## src/gsncr_map.svh

```systemverilog
// register offsets, field positions, reset values and counts for the bank
`ifndef GSNCR_MAP_SVH
`define GSNCR_MAP_SVH

// ==========================================================================
// register offsets on the serial register port
`define GSNCR_ADDR_W 7
`define GSNCR_ADDR_STATUS_FLAGS 7'h01
`define GSNCR_ADDR_UART_WR_CNT 7'h02
`define GSNCR_ADDR_NODE_CFG 7'h03
`define GSNCR_ADDR_PIN_SNAP 7'h04
`define GSNCR_ADDR_POS_CMP 7'h05
`define GSNCR_ADDR_OTP_BIT_PROGRAMMER 7'h06

// ==========================================================================
// status flag positions and reset values
`define GSNCR_FLAG_RESET 0
`define GSNCR_FLAG_DRV_ERR 1
`define GSNCR_FLAG_CP_UV 2
`define GSNCR_FLAGS_RST 3'h1
`define GSNCR_CNT_RST 8'h00
`define GSNCR_NODE_ADDR_RST 8'h00
`define GSNCR_DELAY_RST 4'h0
`define GSNCR_POLARITY_RST 1'h1
`define GSNCR_CMP_RST 32'h0000_0000

// ==========================================================================
// field positions
`define GSNCR_NODE_ADDR_MSB 7
`define GSNCR_DELAY_MSB 11
`define GSNCR_DELAY_LSB 8
`define GSNCR_POL_BIT 0
`define GSNCR_PIN_MSB 7
`define GSNCR_EXT_STEP_BIT 6
`define GSNCR_VERSION_MSB 31
`define GSNCR_VERSION_LSB 24
`define GSNCR_OTP_BIT_MSB 2
`define GSNCR_OTP_BIT_LSB 0
`define GSNCR_OTP_BYTE_MSB 5
`define GSNCR_OTP_BYTE_LSB 4
`define GSNCR_OTP_BYTE_USED 2'h0

// ==========================================================================
// counts
`define GSNCR_OTP_BIT_PROGRAMMER_CYCLES 16

`endif

```

## src/gsncr_pkg.sv

```systemverilog
// types shared by the configuration and status register bank
package gsncr_pkg;

  // ========================================================================
  // otp programmer states
  typedef enum logic [0:0] {
    GSNCR_OTP_IDLE,
    GSNCR_OTP_BURN
  } gsncr_otp_state_t;

endpackage

```

## src/gsncr_otp_if.sv

```systemverilog
// link between the register bank and its otp bit programmer
`timescale 1ns/10ps

interface gsncr_otp_if;
  logic prog_req;
  logic refresh_req;
  logic [2:0] bit_sel;
  logic [1:0] byte_sel;
  logic [7:0] read_data;
  logic busy;

  // ========================================================================
  // bank drives requests, programmer answers
  modport ctrl (
    output prog_req,
    output refresh_req,
    output bit_sel,
    output byte_sel,
    input read_data,
    input busy
  );
  modport otp (
    input prog_req,
    input refresh_req,
    input bit_sel,
    input byte_sel,
    output read_data,
    output busy
  );
endinterface

```

## src/gsncr_regs.sv

```systemverilog
// global configuration and status register bank of the motor controller
//
// Notes on behaviour
// - reset sets flag zero, restores all registers
// - host clears a flag by writing one
// - driver error flag; clears only when cool
// - undervoltage flag latches; driver off while undervoltage present
// - uart writes count in 8-bit counter
// - reads keep counter; no counting in spi
// - counter wraps from maximum to zero
// - node address field, reset value zero
// - address pin adds one to address
// - reply delay 8 to 120 bit times
// - pin snapshot shows eight input levels
// - bit six reads external step source
// - top byte holds read-only version code
// - bit zero sets chain output polarity
// - pulse high while position equals compare
// - each write with otp byte field zero made while no burn runs burns one selected otp bit
// - read of otp register made while no burn runs refreshes data
`timescale 1ns/10ps
`include "gsncr_map.svh"

module gsncr_regs import gsncr_pkg::*; #(
  // arbitrary value, not tied to any real part
  parameter logic [7:0] VERSION_CODE = 8'h01,
  parameter int OTP_BIT_PROGRAMMER_CYCLES = `GSNCR_OTP_BIT_PROGRAMMER_CYCLES
) (
  input wire logic ref_clk,
  input wire logic rst,
  input wire logic uart_mode,
  input wire logic reg_wr,
  input wire logic reg_rd,
  input wire logic [`GSNCR_ADDR_W-1:0] reg_addr,
  input wire logic [31:0] reg_wdata,
  output logic [31:0] reg_rdata,
  output logic reg_rdata_valid,
  input wire logic [7:0] input_pins,
  input wire logic address_increment_pin,
  input wire logic driver_shutdown_event,
  input wire logic temp_below_limit,
  input wire logic charge_pump_undervoltage,
  input wire logic [31:0] actual_position,
  output logic [7:0] uart_effective_address,
  output logic [6:0] reply_delay_bits,
  output logic driver_enable,
  output logic chain_next_address_out,
  output logic chain_next_address_oe,
  output logic second_diagnostic_output,
  output logic [7:0] otp_read_data,
  output logic otp_busy
);

  // ========================================================================
  // pin synchronisers
  // all pin levels and analog events come from outside the clock domain
  logic [11:0] meta_q, meta_d;
  logic [11:0] sync_q, sync_d;
  logic [7:0] pins_s;
  logic inc_s;
  logic shutdown_s;
  logic temp_low_s;
  logic cp_uv_s;

  always_comb begin
    meta_d = {charge_pump_undervoltage, temp_below_limit,
              driver_shutdown_event, address_increment_pin, input_pins};
    sync_d = meta_q;
  end

  always_ff @(posedge ref_clk) begin
    if (rst) begin
      meta_q <= 12'h000;
      sync_q <= 12'h000;
    end else begin
      meta_q <= meta_d;
      sync_q <= sync_d;
    end
  end

  assign pins_s = sync_q[7:0];
  assign inc_s = sync_q[8];
  assign shutdown_s = sync_q[9];
  assign temp_low_s = sync_q[10];
  assign cp_uv_s = sync_q[11];

  // ========================================================================
  // address decode
  logic wr_flags;
  logic wr_node;
  logic wr_pol;
  logic wr_cmp;
  logic wr_otp;
  logic rd_otp;

  assign wr_flags = reg_wr && (reg_addr == `GSNCR_ADDR_STATUS_FLAGS);
  assign wr_node = reg_wr && (reg_addr == `GSNCR_ADDR_NODE_CFG);
  // the pin snapshot offset doubles as the polarity register on writes
  assign wr_pol = reg_wr && (reg_addr == `GSNCR_ADDR_PIN_SNAP);
  assign wr_cmp = reg_wr && (reg_addr == `GSNCR_ADDR_POS_CMP);
  assign wr_otp = reg_wr && (reg_addr == `GSNCR_ADDR_OTP_BIT_PROGRAMMER);
  assign rd_otp = reg_rd && (reg_addr == `GSNCR_ADDR_OTP_BIT_PROGRAMMER);

  // ========================================================================
  // global status flags
  logic [2:0] flags_q, flags_d;
  logic [2:0] flag_clr;

  // set wins over a clear arriving in the same cycle
  always_comb begin
    flag_clr = wr_flags ? reg_wdata[2:0] : 3'h0;
    flags_d = flags_q;
    if (flag_clr[`GSNCR_FLAG_RESET]) begin
      flags_d[`GSNCR_FLAG_RESET] = 1'b0;
    end
    // a hot bridge refuses the clear so the error cannot be hidden
    if (flag_clr[`GSNCR_FLAG_DRV_ERR] && temp_low_s) begin
      flags_d[`GSNCR_FLAG_DRV_ERR] = 1'b0;
    end
    if (shutdown_s) begin
      flags_d[`GSNCR_FLAG_DRV_ERR] = 1'b1;
    end
    if (flag_clr[`GSNCR_FLAG_CP_UV]) begin
      flags_d[`GSNCR_FLAG_CP_UV] = 1'b0;
    end
    if (cp_uv_s) begin
      flags_d[`GSNCR_FLAG_CP_UV] = 1'b1;
    end
  end

  // reset value carries the reset-seen flag set
  always_ff @(posedge ref_clk) begin
    if (rst) begin
      flags_q <= `GSNCR_FLAGS_RST;
    end else begin
      flags_q <= flags_d;
    end
  end

  // ========================================================================
  // uart write counter
  logic [7:0] cnt_q, cnt_d;

  // reads never touch it; spi traffic is not counted; 8 bits wrap freely
  always_comb begin
    cnt_d = cnt_q;
    if (reg_wr && uart_mode) begin
      cnt_d = cnt_q + 8'h01;
    end
  end

  always_ff @(posedge ref_clk) begin
    if (rst) begin
      cnt_q <= `GSNCR_CNT_RST;
    end else begin
      cnt_q <= cnt_d;
    end
  end

  // ========================================================================
  // node configuration, chain polarity and compare value
  logic [7:0] node_addr_q, node_addr_d;
  logic [3:0] delay_q, delay_d;
  logic pol_q, pol_d;
  logic [31:0] cmp_q, cmp_d;

  // address 255 would overflow on increment; the host avoids it
  always_comb begin
    node_addr_d = node_addr_q;
    delay_d = delay_q;
    pol_d = pol_q;
    cmp_d = cmp_q;
    if (wr_node) begin
      node_addr_d = reg_wdata[`GSNCR_NODE_ADDR_MSB:0];
      delay_d = reg_wdata[`GSNCR_DELAY_MSB:`GSNCR_DELAY_LSB];
    end
    if (wr_pol) begin
      pol_d = reg_wdata[`GSNCR_POL_BIT];
    end
    if (wr_cmp) begin
      cmp_d = reg_wdata;
    end
  end

  always_ff @(posedge ref_clk) begin
    if (rst) begin
      node_addr_q <= `GSNCR_NODE_ADDR_RST;
      delay_q <= `GSNCR_DELAY_RST;
      pol_q <= `GSNCR_POLARITY_RST;
      cmp_q <= `GSNCR_CMP_RST;
    end else begin
      node_addr_q <= node_addr_d;
      delay_q <= delay_d;
      pol_q <= pol_d;
      cmp_q <= cmp_d;
    end
  end

  // ========================================================================
  // derived outputs, all from flops
  logic [7:0] eff_addr_q, eff_addr_d;
  logic [6:0] delay_bits_q, delay_bits_d;
  logic drv_en_q, drv_en_d;
  logic chain_q, chain_d;
  logic chain_oe_q, chain_oe_d;
  logic pulse_q, pulse_d;

  always_comb begin
    eff_addr_d = node_addr_q + {7'h00, inc_s};
    // code pairs share a step: odd multiple of eight bit times
    delay_bits_d = {delay_q[3:1], 1'b1, 3'h0};
    // the driver stays off while the pump is low or an error is latched
    drv_en_d = !cp_uv_s && !flags_q[`GSNCR_FLAG_DRV_ERR];
    chain_d = pol_q;
    // the serial-out pin is only ours in uart mode; spi owns it otherwise
    chain_oe_d = uart_mode;
    pulse_d = (actual_position == cmp_q);
  end

  always_ff @(posedge ref_clk) begin
    if (rst) begin
      eff_addr_q <= `GSNCR_NODE_ADDR_RST;
      delay_bits_q <= 7'h00;
      drv_en_q <= 1'b0;
      chain_q <= `GSNCR_POLARITY_RST;
      chain_oe_q <= 1'b0;
      pulse_q <= 1'b0;
    end else begin
      eff_addr_q <= eff_addr_d;
      delay_bits_q <= delay_bits_d;
      drv_en_q <= drv_en_d;
      chain_q <= chain_d;
      chain_oe_q <= chain_oe_d;
      pulse_q <= pulse_d;
    end
  end

  assign uart_effective_address = eff_addr_q;
  assign reply_delay_bits = delay_bits_q;
  assign driver_enable = drv_en_q;
  assign chain_next_address_out = chain_q;
  assign chain_next_address_oe = chain_oe_q;
  assign second_diagnostic_output = pulse_q;

  // ========================================================================
  // otp programmer
  gsncr_otp_if otp_bus();

  assign otp_bus.prog_req = wr_otp;
  assign otp_bus.refresh_req = rd_otp;
  assign otp_bus.bit_sel = reg_wdata[`GSNCR_OTP_BIT_MSB:`GSNCR_OTP_BIT_LSB];
  assign otp_bus.byte_sel =
    reg_wdata[`GSNCR_OTP_BYTE_MSB:`GSNCR_OTP_BYTE_LSB];

  gsncr_otp_bit_programmer #(
    .PROG_CYCLES(OTP_BIT_PROGRAMMER_CYCLES)
  ) u_otp (
    .ref_clk(ref_clk),
    .rst(rst),
    .bus(otp_bus)
  );

  assign otp_read_data = otp_bus.read_data;
  assign otp_busy = otp_bus.busy;

  // ========================================================================
  // read data
  logic [31:0] rdata_q, rdata_d;
  logic rvalid_q, rvalid_d;
  logic [31:0] snap;

  // write-only registers and holes read as zero
  always_comb begin
    snap = 32'h0000_0000;
    snap[`GSNCR_PIN_MSB:0] = pins_s;
    snap[`GSNCR_VERSION_MSB:`GSNCR_VERSION_LSB] = VERSION_CODE;
    rdata_d = rdata_q;
    rvalid_d = reg_rd;
    if (reg_rd) begin
      unique case (reg_addr)
        `GSNCR_ADDR_STATUS_FLAGS: rdata_d = {29'h0000_0000, flags_q};
        `GSNCR_ADDR_UART_WR_CNT: rdata_d = {24'h00_0000, cnt_q};
        `GSNCR_ADDR_PIN_SNAP: rdata_d = snap;
        default: rdata_d = 32'h0000_0000;
      endcase
    end
  end

  always_ff @(posedge ref_clk) begin
    if (rst) begin
      rdata_q <= 32'h0000_0000;
      rvalid_q <= 1'b0;
    end else begin
      rdata_q <= rdata_d;
      rvalid_q <= rvalid_d;
    end
  end

  assign reg_rdata = rdata_q;
  assign reg_rdata_valid = rvalid_q;

  // ========================================================================
  // checks
  chk_reset_state: assert property (
    @(posedge ref_clk) disable iff (rst)
    $past(rst) |-> flags_q == `GSNCR_FLAGS_RST && cnt_q == `GSNCR_CNT_RST
      && pol_q && node_addr_q == `GSNCR_NODE_ADDR_RST
  ) else $error("bank not at reset values after reset");

  chk_flag_clear: assert property (
    @(posedge ref_clk) disable iff (rst)
    wr_flags && reg_wdata[`GSNCR_FLAG_RESET] |=> !flags_q[`GSNCR_FLAG_RESET]
  ) else $error("write one did not clear reset flag");

  chk_zero_keeps: assert property (
    @(posedge ref_clk) disable iff (rst)
    wr_flags && !reg_wdata[`GSNCR_FLAG_RESET] && flags_q[`GSNCR_FLAG_RESET]
      |=> flags_q[`GSNCR_FLAG_RESET]
  ) else $error("write zero changed a flag");

  chk_drv_err_hold: assert property (
    @(posedge ref_clk) disable iff (rst)
    (flags_q[`GSNCR_FLAG_DRV_ERR] && !temp_low_s) || shutdown_s
      |=> flags_q[`GSNCR_FLAG_DRV_ERR]
  ) else $error("driver error flag lost while hot");

  chk_uv_latch: assert property (
    @(posedge ref_clk) disable iff (rst)
    cp_uv_s |=> flags_q[`GSNCR_FLAG_CP_UV] && !drv_en_q
  ) else $error("undervoltage not latched or driver on");

  chk_cnt_step: assert property (
    @(posedge ref_clk) disable iff (rst)
    reg_wr && uart_mode |=> cnt_q == 8'($past(cnt_q) + 8'h01)
  ) else $error("uart write counter did not step");

  chk_cnt_quiet: assert property (
    @(posedge ref_clk) disable iff (rst)
    !(reg_wr && uart_mode) |=> $stable(cnt_q)
  ) else $error("uart write counter moved without uart write");

  chk_eff_addr: assert property (
    @(posedge ref_clk) disable iff (rst)
    !$past(rst) |-> eff_addr_q == 8'($past(node_addr_q)
      + {7'h00, $past(inc_s)})
  ) else $error("effective address wrong");

  chk_pin_read: assert property (
    @(posedge ref_clk) disable iff (rst)
    reg_rd && reg_addr == `GSNCR_ADDR_PIN_SNAP |=>
      reg_rdata_valid && reg_rdata[7:0] == $past(pins_s)
      && reg_rdata[`GSNCR_EXT_STEP_BIT] == $past(pins_s[6])
      && reg_rdata[31:24] == VERSION_CODE
  ) else $error("pin snapshot read wrong");

  chk_chain_pol: assert property (
    @(posedge ref_clk) disable iff (rst)
    uart_mode && wr_pol |-> ##2 chain_next_address_oe
      && chain_next_address_out == $past(reg_wdata[0], 2)
  ) else $error("chain output polarity not applied");

  chk_pulse_match: assert property (
    @(posedge ref_clk) disable iff (rst)
    !$past(rst) |-> second_diagnostic_output
      == ($past(actual_position) == $past(cmp_q))
  ) else $error("position pulse does not follow compare");

  chk_delay_map: assert property (
    @(posedge ref_clk) disable iff (rst)
    wr_node |-> ##2 reply_delay_bits
      == {$past(reg_wdata[11:9], 2), 4'h8}
  ) else $error("reply delay mapping wrong");
endmodule

```

## src/gsncr_otp_bit_programmer.sv

```systemverilog
// one-bit-at-a-time otp programmer with read refresh
`timescale 1ns/10ps
`include "gsncr_map.svh"

module gsncr_otp_bit_programmer import gsncr_pkg::*; #(
  parameter int PROG_CYCLES = `GSNCR_OTP_BIT_PROGRAMMER_CYCLES,
  parameter logic [7:0] FUSE_INIT = 8'h00
) (
  input wire logic ref_clk,
  input wire logic rst,
  gsncr_otp_if.otp bus
);

  gsncr_otp_state_t state_q, state_d;
  logic [7:0] cnt_q, cnt_d;
  logic [2:0] sel_q, sel_d;
  logic [7:0] fuse_q, fuse_d;
  logic [7:0] rdata_q, rdata_d;

  // ========================================================================
  // next state: a burn holds for a fixed time, then sets exactly one fuse
  always_comb begin
    state_d = state_q;
    cnt_d = cnt_q;
    sel_d = sel_q;
    fuse_d = fuse_q;
    rdata_d = rdata_q;
    unique case (state_q)
      GSNCR_OTP_IDLE: begin
        // only byte zero exists; other bytes are ignored, not wrapped
        if (bus.prog_req && bus.byte_sel == `GSNCR_OTP_BYTE_USED) begin
          state_d = GSNCR_OTP_BURN;
          sel_d = bus.bit_sel;
          cnt_d = 8'h00;
        end else if (bus.refresh_req) begin
          rdata_d = fuse_q;
        end
      end
      GSNCR_OTP_BURN: begin
        cnt_d = cnt_q + 8'h01;
        if (cnt_q == 8'(PROG_CYCLES - 1)) begin
          fuse_d[sel_q] = 1'b1;
          state_d = GSNCR_OTP_IDLE;
        end
      end
    endcase
  end

  // fuses model otp contents; a real array would not clear here
  always_ff @(posedge ref_clk) begin
    if (rst) begin
      state_q <= GSNCR_OTP_IDLE;
      cnt_q <= 8'h00;
      sel_q <= 3'h0;
      fuse_q <= FUSE_INIT;
      rdata_q <= 8'h00;
    end else begin
      state_q <= state_d;
      cnt_q <= cnt_d;
      sel_q <= sel_d;
      fuse_q <= fuse_d;
      rdata_q <= rdata_d;
    end
  end

  assign bus.read_data = rdata_q;
  assign bus.busy = (state_q != GSNCR_OTP_IDLE);

  // ========================================================================
  // checks
  chk_fuse_only_set: assert property (
    @(posedge ref_clk) disable iff (rst)
    ((~fuse_q) & $past(fuse_q)) == 8'h00
  ) else $error("otp fuse went back to zero");

  chk_refresh_copy: assert property (
    @(posedge ref_clk) disable iff (rst)
    bus.refresh_req && !bus.busy && !bus.prog_req |=>
      rdata_q == $past(fuse_q)
  ) else $error("otp read data not refreshed");
endmodule

```

## config.mk

```make
export PLATFORM = sky130hd
export DESIGN_NAME = gsncr_regs
export DESIGN_NICKNAME = d
export VERILOG_FILES = /design/src/gsncr_pkg.sv /design/src/gsncr_otp_if.sv /design/src/gsncr_regs.sv /design/src/gsncr_otp_bit_programmer.sv
export VERILOG_INCLUDE_DIRS = /design/src
export SDC_FILE = /design/constraint.sdc
export NUM_CORES = 1
export LEC_CHECK = 0
export BUFFER_PORTS_ARGS = -buffer_cell sky130_fd_sc_hd__buf_2
export CAP_MARGIN = 5
export CELL_PAD_IN_SITES_DETAIL_PLACEMENT = 1
export CELL_PAD_IN_SITES_GLOBAL_PLACEMENT = 2
export CORE_MARGIN = 4
export CORE_UTILIZATION = 28
export CTS_CLUSTER_SIZE = 14
export DETAILED_ROUTE_END_ITERATION = 6
export PLACE_DENSITY_LB_ADDON = 0.25
export SETUP_SLACK_MARGIN = 0.15
export SLEW_MARGIN = 10
export SYNTH_ARGS = -nofsm -noshare
export SYNTH_HDL_FRONTEND = slang
export SYNTH_HIERARCHICAL = 1
export SYNTH_SLANG_ARGS = --single-unit
```

## constraint.sdc

```tcl
create_clock -name ref_clk -period 1.79 [get_ports ref_clk]
set_input_delay 0.179 -clock ref_clk [delete_from_list [all_inputs] [get_ports ref_clk]]
set_output_delay 0.179 -clock ref_clk [all_outputs]
set_load 0.05 [all_outputs]
```

After elaboration in Yosys (flattened, before gate mapping)
Index checks and enable logic that the tools add are counted.

word-level totals
  register bits after elaboration = 160
  input bits = 88
  output and inout bits = 61

cells by class
  add/sub/neg operators = 3
  magnitude comparators = 2
  equality and inequality tests = 9
  muxes and demuxes = 14
  bitwise operators = 3
  reductions and logical operators = 19

operators by type and width
  operator               number
  $pmux W25 S3           1
  $eq A32 B32 Y1         1
  $eq A7 B3 Y1 const B   3
  $add A8 B1 Y8 const B  2
  $pmux W8 S2            1
  $eq A7 B2 Y1 const B   2
  $logic_and A1 B1 Y1    11
  $add A8 B1 Y8          1
  $eq A8 B4 Y1 const B   1
  $mux W8                1
  $or A8 B8 Y8           1
  $eq A7 B1 Y1 const B   1
  $mux W1                7
  $lt A3 B4 Y1 const B   1
  $mux W4                1
  $reduce_and A2 Y1      2
  $reduce_bool A2 Y1     2
  $demux W1 S3           1
  $ge A3 B1 Y1 const B   1
  $mux W3                1
  $reduce_and A3 Y1      1
  $logic_not A1 Y1       2
  $logic_not A2 Y1       1
  $ne A2 B1 Y1 const B   1
  other kinds (2)        3

Depth between registers and ports, before layout
  depth after elaboration = 6
  gate-level depth with buffers = 7
  gate-level depth less buffers = 6

Modules after synthesis
Netlist, hierarchy kept.

modules (own cells, without submodules)
  module                    instances  cells an instance  area an instance (sq um)  sequential area each (sq um)
  gsncr_regs                1          476                4434.3                    2102.0
  gsncr_otp_bit_programmer  1          114                1178.6                    560.5

Worst setup path after synthesis
No wires, ideal clock.

  path kind = input -> register
  start point = in reg_addr[5]
  end point = reg u_otp.rdata_q[0], in the netlist u_otp/bus.read_data[0]
  data arrival time = 1860 ps
  required time = 1717 ps
  setup slack = -143 ps
  cell stages on the path = 7
  path buffers = 1
  path through = nor4_4 -> nor2b_1 -> buf_2 -> and4_1 -> or3b_1 -> nand3_2 -> mux2i_1

on the way
  cells in the longest elaborated chain, start to end = 5
  elaborated cells on any way between the ends = 6
  those cells by class = eq/ne: 1; bitwise: 1; reduce/logical: 4

ends and longest elaborated chain
  element                               line                            source
  start: declaration                    gsncr_regs.sv:34                input wire logic [`GSNCR_ADDR_W-1:0] reg_addr,
  $eq A7 B3 Y1 (no source line)         -
  $logic_and A1 B1 Y1                   gsncr_regs.sv:101               assign wr_otp = reg_wr && (reg_addr == `GSNCR_ADDR_OTP_BIT_PROGRAMMER);
  net otp_bus.prog_req                  gsncr_otp_if.sv:5               logic prog_req;
  $logic_and A1 B1 Y1 (no source line)  -
  $not A1 Y1 (no source line)           -
  $reduce_and A3 Y1 (no source line)    -
  end signal: assignment                gsncr_otp_bit_programmer.sv:62  rdata_q <= rdata_d;
  end: declaration                      gsncr_otp_bit_programmer.sv:18  logic [7:0] rdata_q, rdata_d;

The timed path passes the listed nets, and every way through them passes these cells.
A chain may end at the register's enable or synchronous reset.

Worst setup path after layout
  start point = in reg_addr[5]
  end point = reg u_otp.rdata_q[6], in the netlist u_otp/bus.read_data[6]

The elaborated chain is that of the path after synthesis.

==> Flow_metrics.wiki <==
{| class="wikitable"
! Metric !! Value
|-
| FP Rows || roughly 50
|-
| Area of the core region || 19590 µm²
|-
| TritonRoute pass-1 iters || 4
|-
| Area of the mapped netlist || 5613 µm²
|-
| Pin count of the biggest net entering global routing || 59
|-
| Top flip-flop cell by instance count after synthesis || sky130_fd_sc_hd__dfxtp_1
|-
| Max-slew violation count || 0
|-
| I/O pin cnt || 149
|-
| Final setup violation count || 0
|-
| Routed vias || between 4k and 5k
|-
| Hold Path Class || in -> reg
|-
| Detailed-route DRC error count || 0
|-
| Commonest non-fill, non-tap cell in the layout || sky130_fd_sc_hd__dfxtp_1
|-
| Number of global-route vias before repair || 4741
|-
| Layout area overhead || 31.19%
|-
| Overall fraction of global-route tracks in use || 14.01%
|-
| FF+latch count, synth || 133
|-
| Static leakage || 3.015 nW
|-
| Clock network latency to the later pin of the worst-skew pair || 0.42 ns
|-
| Die outline height || 149.6 µm
|-
| Final net count || 835
|-
| Maximum clock insertion buffer count || 2
|-
| Cell total after placement || just under 1k
|-
| Share of total power in the clock network || 50.5%
|-
| Switching power as a share of total power || 22.71%
|-
| IO buf count || 122
|-
| Number of enable-type register cells in the synthesized netlist || 0
|-
| Root buffer selected by CTS || sky130_fd_sc_hd__clkbuf_16
|-
| Wire length per cell || roughly 15 µm
|-
| Run status || completed
|-
| Combinational share of power || 7.3%
|-
| Share of total power in sequential cells || 42.2%
|-
| Share of cells above drive strength 1 || 28.31%
|-
| Detailed router's first-iteration violation count || 158
|-
| CTS clk-pin slew, worst paths || 0.06 ns
|-
| Pwr/cell area || about 970 nW/µm²
|-
| Total inserted antenna cells || 0
|-
| Count of H-tree levels built during CTS || 4
|-
| Slew at the pin with the worst max-slew slack || 0.6648 ns
|-
| Number of standard cells in the layout, taps in and fillers out || just over 1k
|-
| Antenna violation net count after detailed routing || 0
|-
| Die Outline Area || 22380 µm²
|-
| Overflow after GRT || 0
|-
| Data arrival at the endpoint of the critical path || 1.93 ns
|-
| Die span in x || 149.6 µm
|-
| Highest net fanout along the worst path || 8
|-
| Cell count after synthesis || just under 600
|-
| Int Power || 5.522 mW
|-
| Required time of the critical path || ~2.1 ns
|-
| Power spent charging and discharging nets || 1.623 mW
|-
| TritonCTS clock tree || yes
|-
| Placement-stage worst setup slack || -0.2428 ns
|-
| Post-layout min period || 1.596 ns
|-
| Final routed wirelength across all metal layers || 15300 µm
|-
| Tcrit/Tclk final || 89.16%
|-
| Final hold vios || 0
|-
| Worst setup slack after layout || 0.1941 ns
|-
| Commonest cells after routing, fill and taps aside || 132 x sky130_fd_sc_hd__dfxtp_1, 121 x sky130_fd_sc_hd__buf_2, 75 x sky130_fd_sc_hd__nand2_1, 36 x sky130_fd_sc_hd__xor2_1, 33 x sky130_fd_sc_hd__nor2b_1
|-
| Global-route wire length before repair || 24530 µm
|-
| Detailed Place HPWL || 11200 µm
|-
| Skew final || 0.007768 ns
|-
| Fill cells || roughly 2.3k
|-
| RePlAce Congestion || 0.7895
|-
| Avg Synthesized Cell Area || 9.513 µm²
|-
| RSZ-0062 raised after global routing || true
|-
| Total Power || 7.145 mW
|-
| Initial cell density of the core || 28.65%
|-
| Max-Cap Viols || 0
|-
| Count of distinct cell types in the synthesized netlist || 53
|-
| Antenna violations before repair || 1
|-
| Post-synthesis async set-or-reset flop share || 0%
|-
| TritonCTS Sinks || about 130
|-
| Critical path startpoint category || primary input
|-
| Num CTS Buffers || 17
|-
| FMAX || 626.6 MHz
|-
| Worst ir drop on vdd || 0.0006213 V
|-
| Worst Setup Path Type || in -> reg
|-
| Crit end category || register
|-
| Worst max-slew margin expressed relative to the limit || 55.68%
|-
| Synth warnings || 6
|-
| Sequential cell area fraction in the yosys report || 47.44%
|-
| Via-per-instance ratio || 4.348
|}
==> synth_stat cells (2+ instances only) <==
cell type                    n  share of area (%)
sky130_fd_sc_hd__dfxtp_1   133                 47
sky130_fd_sc_hd__nand2_1    75                5.0
sky130_fd_sc_hd__xor2_1     36                5.6
sky130_fd_sc_hd__nor2b_1    34                3.8
sky130_fd_sc_hd__nor2_1     32                2.1
sky130_fd_sc_hd__a21oi_2    29                4.5
sky130_fd_sc_hd__buf_4      27                3.6
sky130_fd_sc_hd__nand2b_1   26                2.9
sky130_fd_sc_hd__mux2i_1    23                4.1
sky130_fd_sc_hd__a21oi_1    21                1.9
sky130_fd_sc_hd__nand3_1    19                1.7
sky130_fd_sc_hd__clkbuf_1   18                1.2
sky130_fd_sc_hd__xnor2_1    11                1.7
sky130_fd_sc_hd__nor4_1      9                1.0
sky130_fd_sc_hd__nor3_1      8               0.71
sky130_fd_sc_hd__and3_1      7               0.78
sky130_fd_sc_hd__nand3b_1    7               0.94
sky130_fd_sc_hd__nand4_1     6               0.67
sky130_fd_sc_hd__o21ai_1     6               0.54
sky130_fd_sc_hd__a22o_1      5               0.78
sky130_fd_sc_hd__inv_1       5               0.33
sky130_fd_sc_hd__buf_6       4               0.80
sky130_fd_sc_hd__ha_1        4               0.89
sky130_fd_sc_hd__o21ai_0     4               0.36
sky130_fd_sc_hd__or3_1       4               0.45
sky130_fd_sc_hd__buf_1       3               0.20
sky130_fd_sc_hd__buf_2       3               0.27
sky130_fd_sc_hd__o21bai_1    3               0.40
sky130_fd_sc_hd__a31o_1      2               0.31
sky130_fd_sc_hd__and4_1      2               0.31
sky130_fd_sc_hd__or3b_1      2               0.31
==> flip-flops by register name, indices dropped and copies added, names as in the netlist, 3 cells and up <==
name,flops
cmp_q,32
meta_q,12
sync_q,12
reg_rdata,9
cnt_q,8
node_addr_q,8
u_otp/bus.read_data,8
u_otp/cnt_q,8
u_otp/fuse_q,8
uart_effective_address,8
reply_delay_bits,4
delay_q,3
flags_q,3
u_otp/sel_q,3
==> repair_timing <==
item | 4_1_cts | 5_1_grt
buffers inserted | 0 | 1
endpoints found under the setup margin | 0 | 11
resized for setup | 0 | 4
hold endpoints to repair | 25 | 0
hold buffers | 25 | 0
==> power groups by stage <==
stage | clock network [mW] | registers (mW) | logic [mW]
floorplan | 0 | 3.10 | 0.314
global placement | 0 | 3.08 | 0.476
detailed placement | 0 | 3.08 | 0.481
CTS | 3.71 | 3.02 | 0.524
global route | 3.85 | 3.02 | 0.566
finish | 3.61 | 3.02 | 0.522
==> area by class of cell <==
| cell class | count | area (µm²) | share of cell area (%) |
|---|---|---|---|
| multi-input combinational | 421 | 2713 | 36.84 |
| clock inverter | 8 | 121.4 | 1.648 |
| timing repair buffer | 165 | 1023 | 13.90 |
| tap | 265 | 331.6 | 4.503 |
| inverter | 5 | 18.77 | 0.2549 |
| sequential | 133 | 2664 | 36.18 |
| clock buffer | 24 | 491.7 | 6.678 |
==> stage by stage <==
step                hold slack (ns)  setup TNS [ns]  utilization (%)  instance area [µm²]
CTS                        0.001018               0            37.47                 7340
floorplan                    0.3041          -1.030                -                 5736
global route               0.008413               0            37.59                 7363
detailed placement           0.3943          -2.899            33.06                 6476
global placement             0.3953          -1.772            33.06                 6476
finish                      0.01546               0            37.59                 7363
==> metal layers <==
| layer | vias to the layer above | track usage [%] | part of all wire (%) |
|---|---|---|---|
| li1 | 2241 | - | - |
| met1 | 2076 | 17.94 | 46 |
| met2 | 98 | 22.92 | 47 |
| met3 | 22 | 3.543 | 4.6 |
| met4 | 2 | 4.989 | 1.6 |
| met5 | - | 0 | 0.098 |
==> worst max-delay path, cell delays in order <==
cell	delay, ns
sky130_fd_sc_hd__buf_2	0.11
sky130_fd_sc_hd__nor4_4	0.34
sky130_fd_sc_hd__nor2b_4	0.21
sky130_fd_sc_hd__and4_1	0.25
sky130_fd_sc_hd__or3b_4	0.45
sky130_fd_sc_hd__nand3_4	0.16
sky130_fd_sc_hd__mux2i_1	0.22
==> cell families after synthesis <==
logic type               synth area share, %
AND/OR/NAND/NOR                        23.34
flip-flops                             47.44
AO/OA/AOI/OAI                          10.14
buffers and inverters                  6.687
XOR/XNOR                               7.334
multiplexers                           4.102
adder cells (fa/ha/maj)               0.8917
other                                0.06681
==> final timing paths <==
check	start	to	slack, ns	cells after the start
max reg2reg	u_otp/cnt_q[1]	u_otp/fuse_q[1]	0.20	4
min	reg_wdata[11]	delay_q[3]	0.02	3
max	reg_addr[5]	u_otp/bus.read_data[6]	0.19	7
min reg2reg	meta_q[1]	sync_q[1]	0.43	1
(Power assumes the default switching activity.)
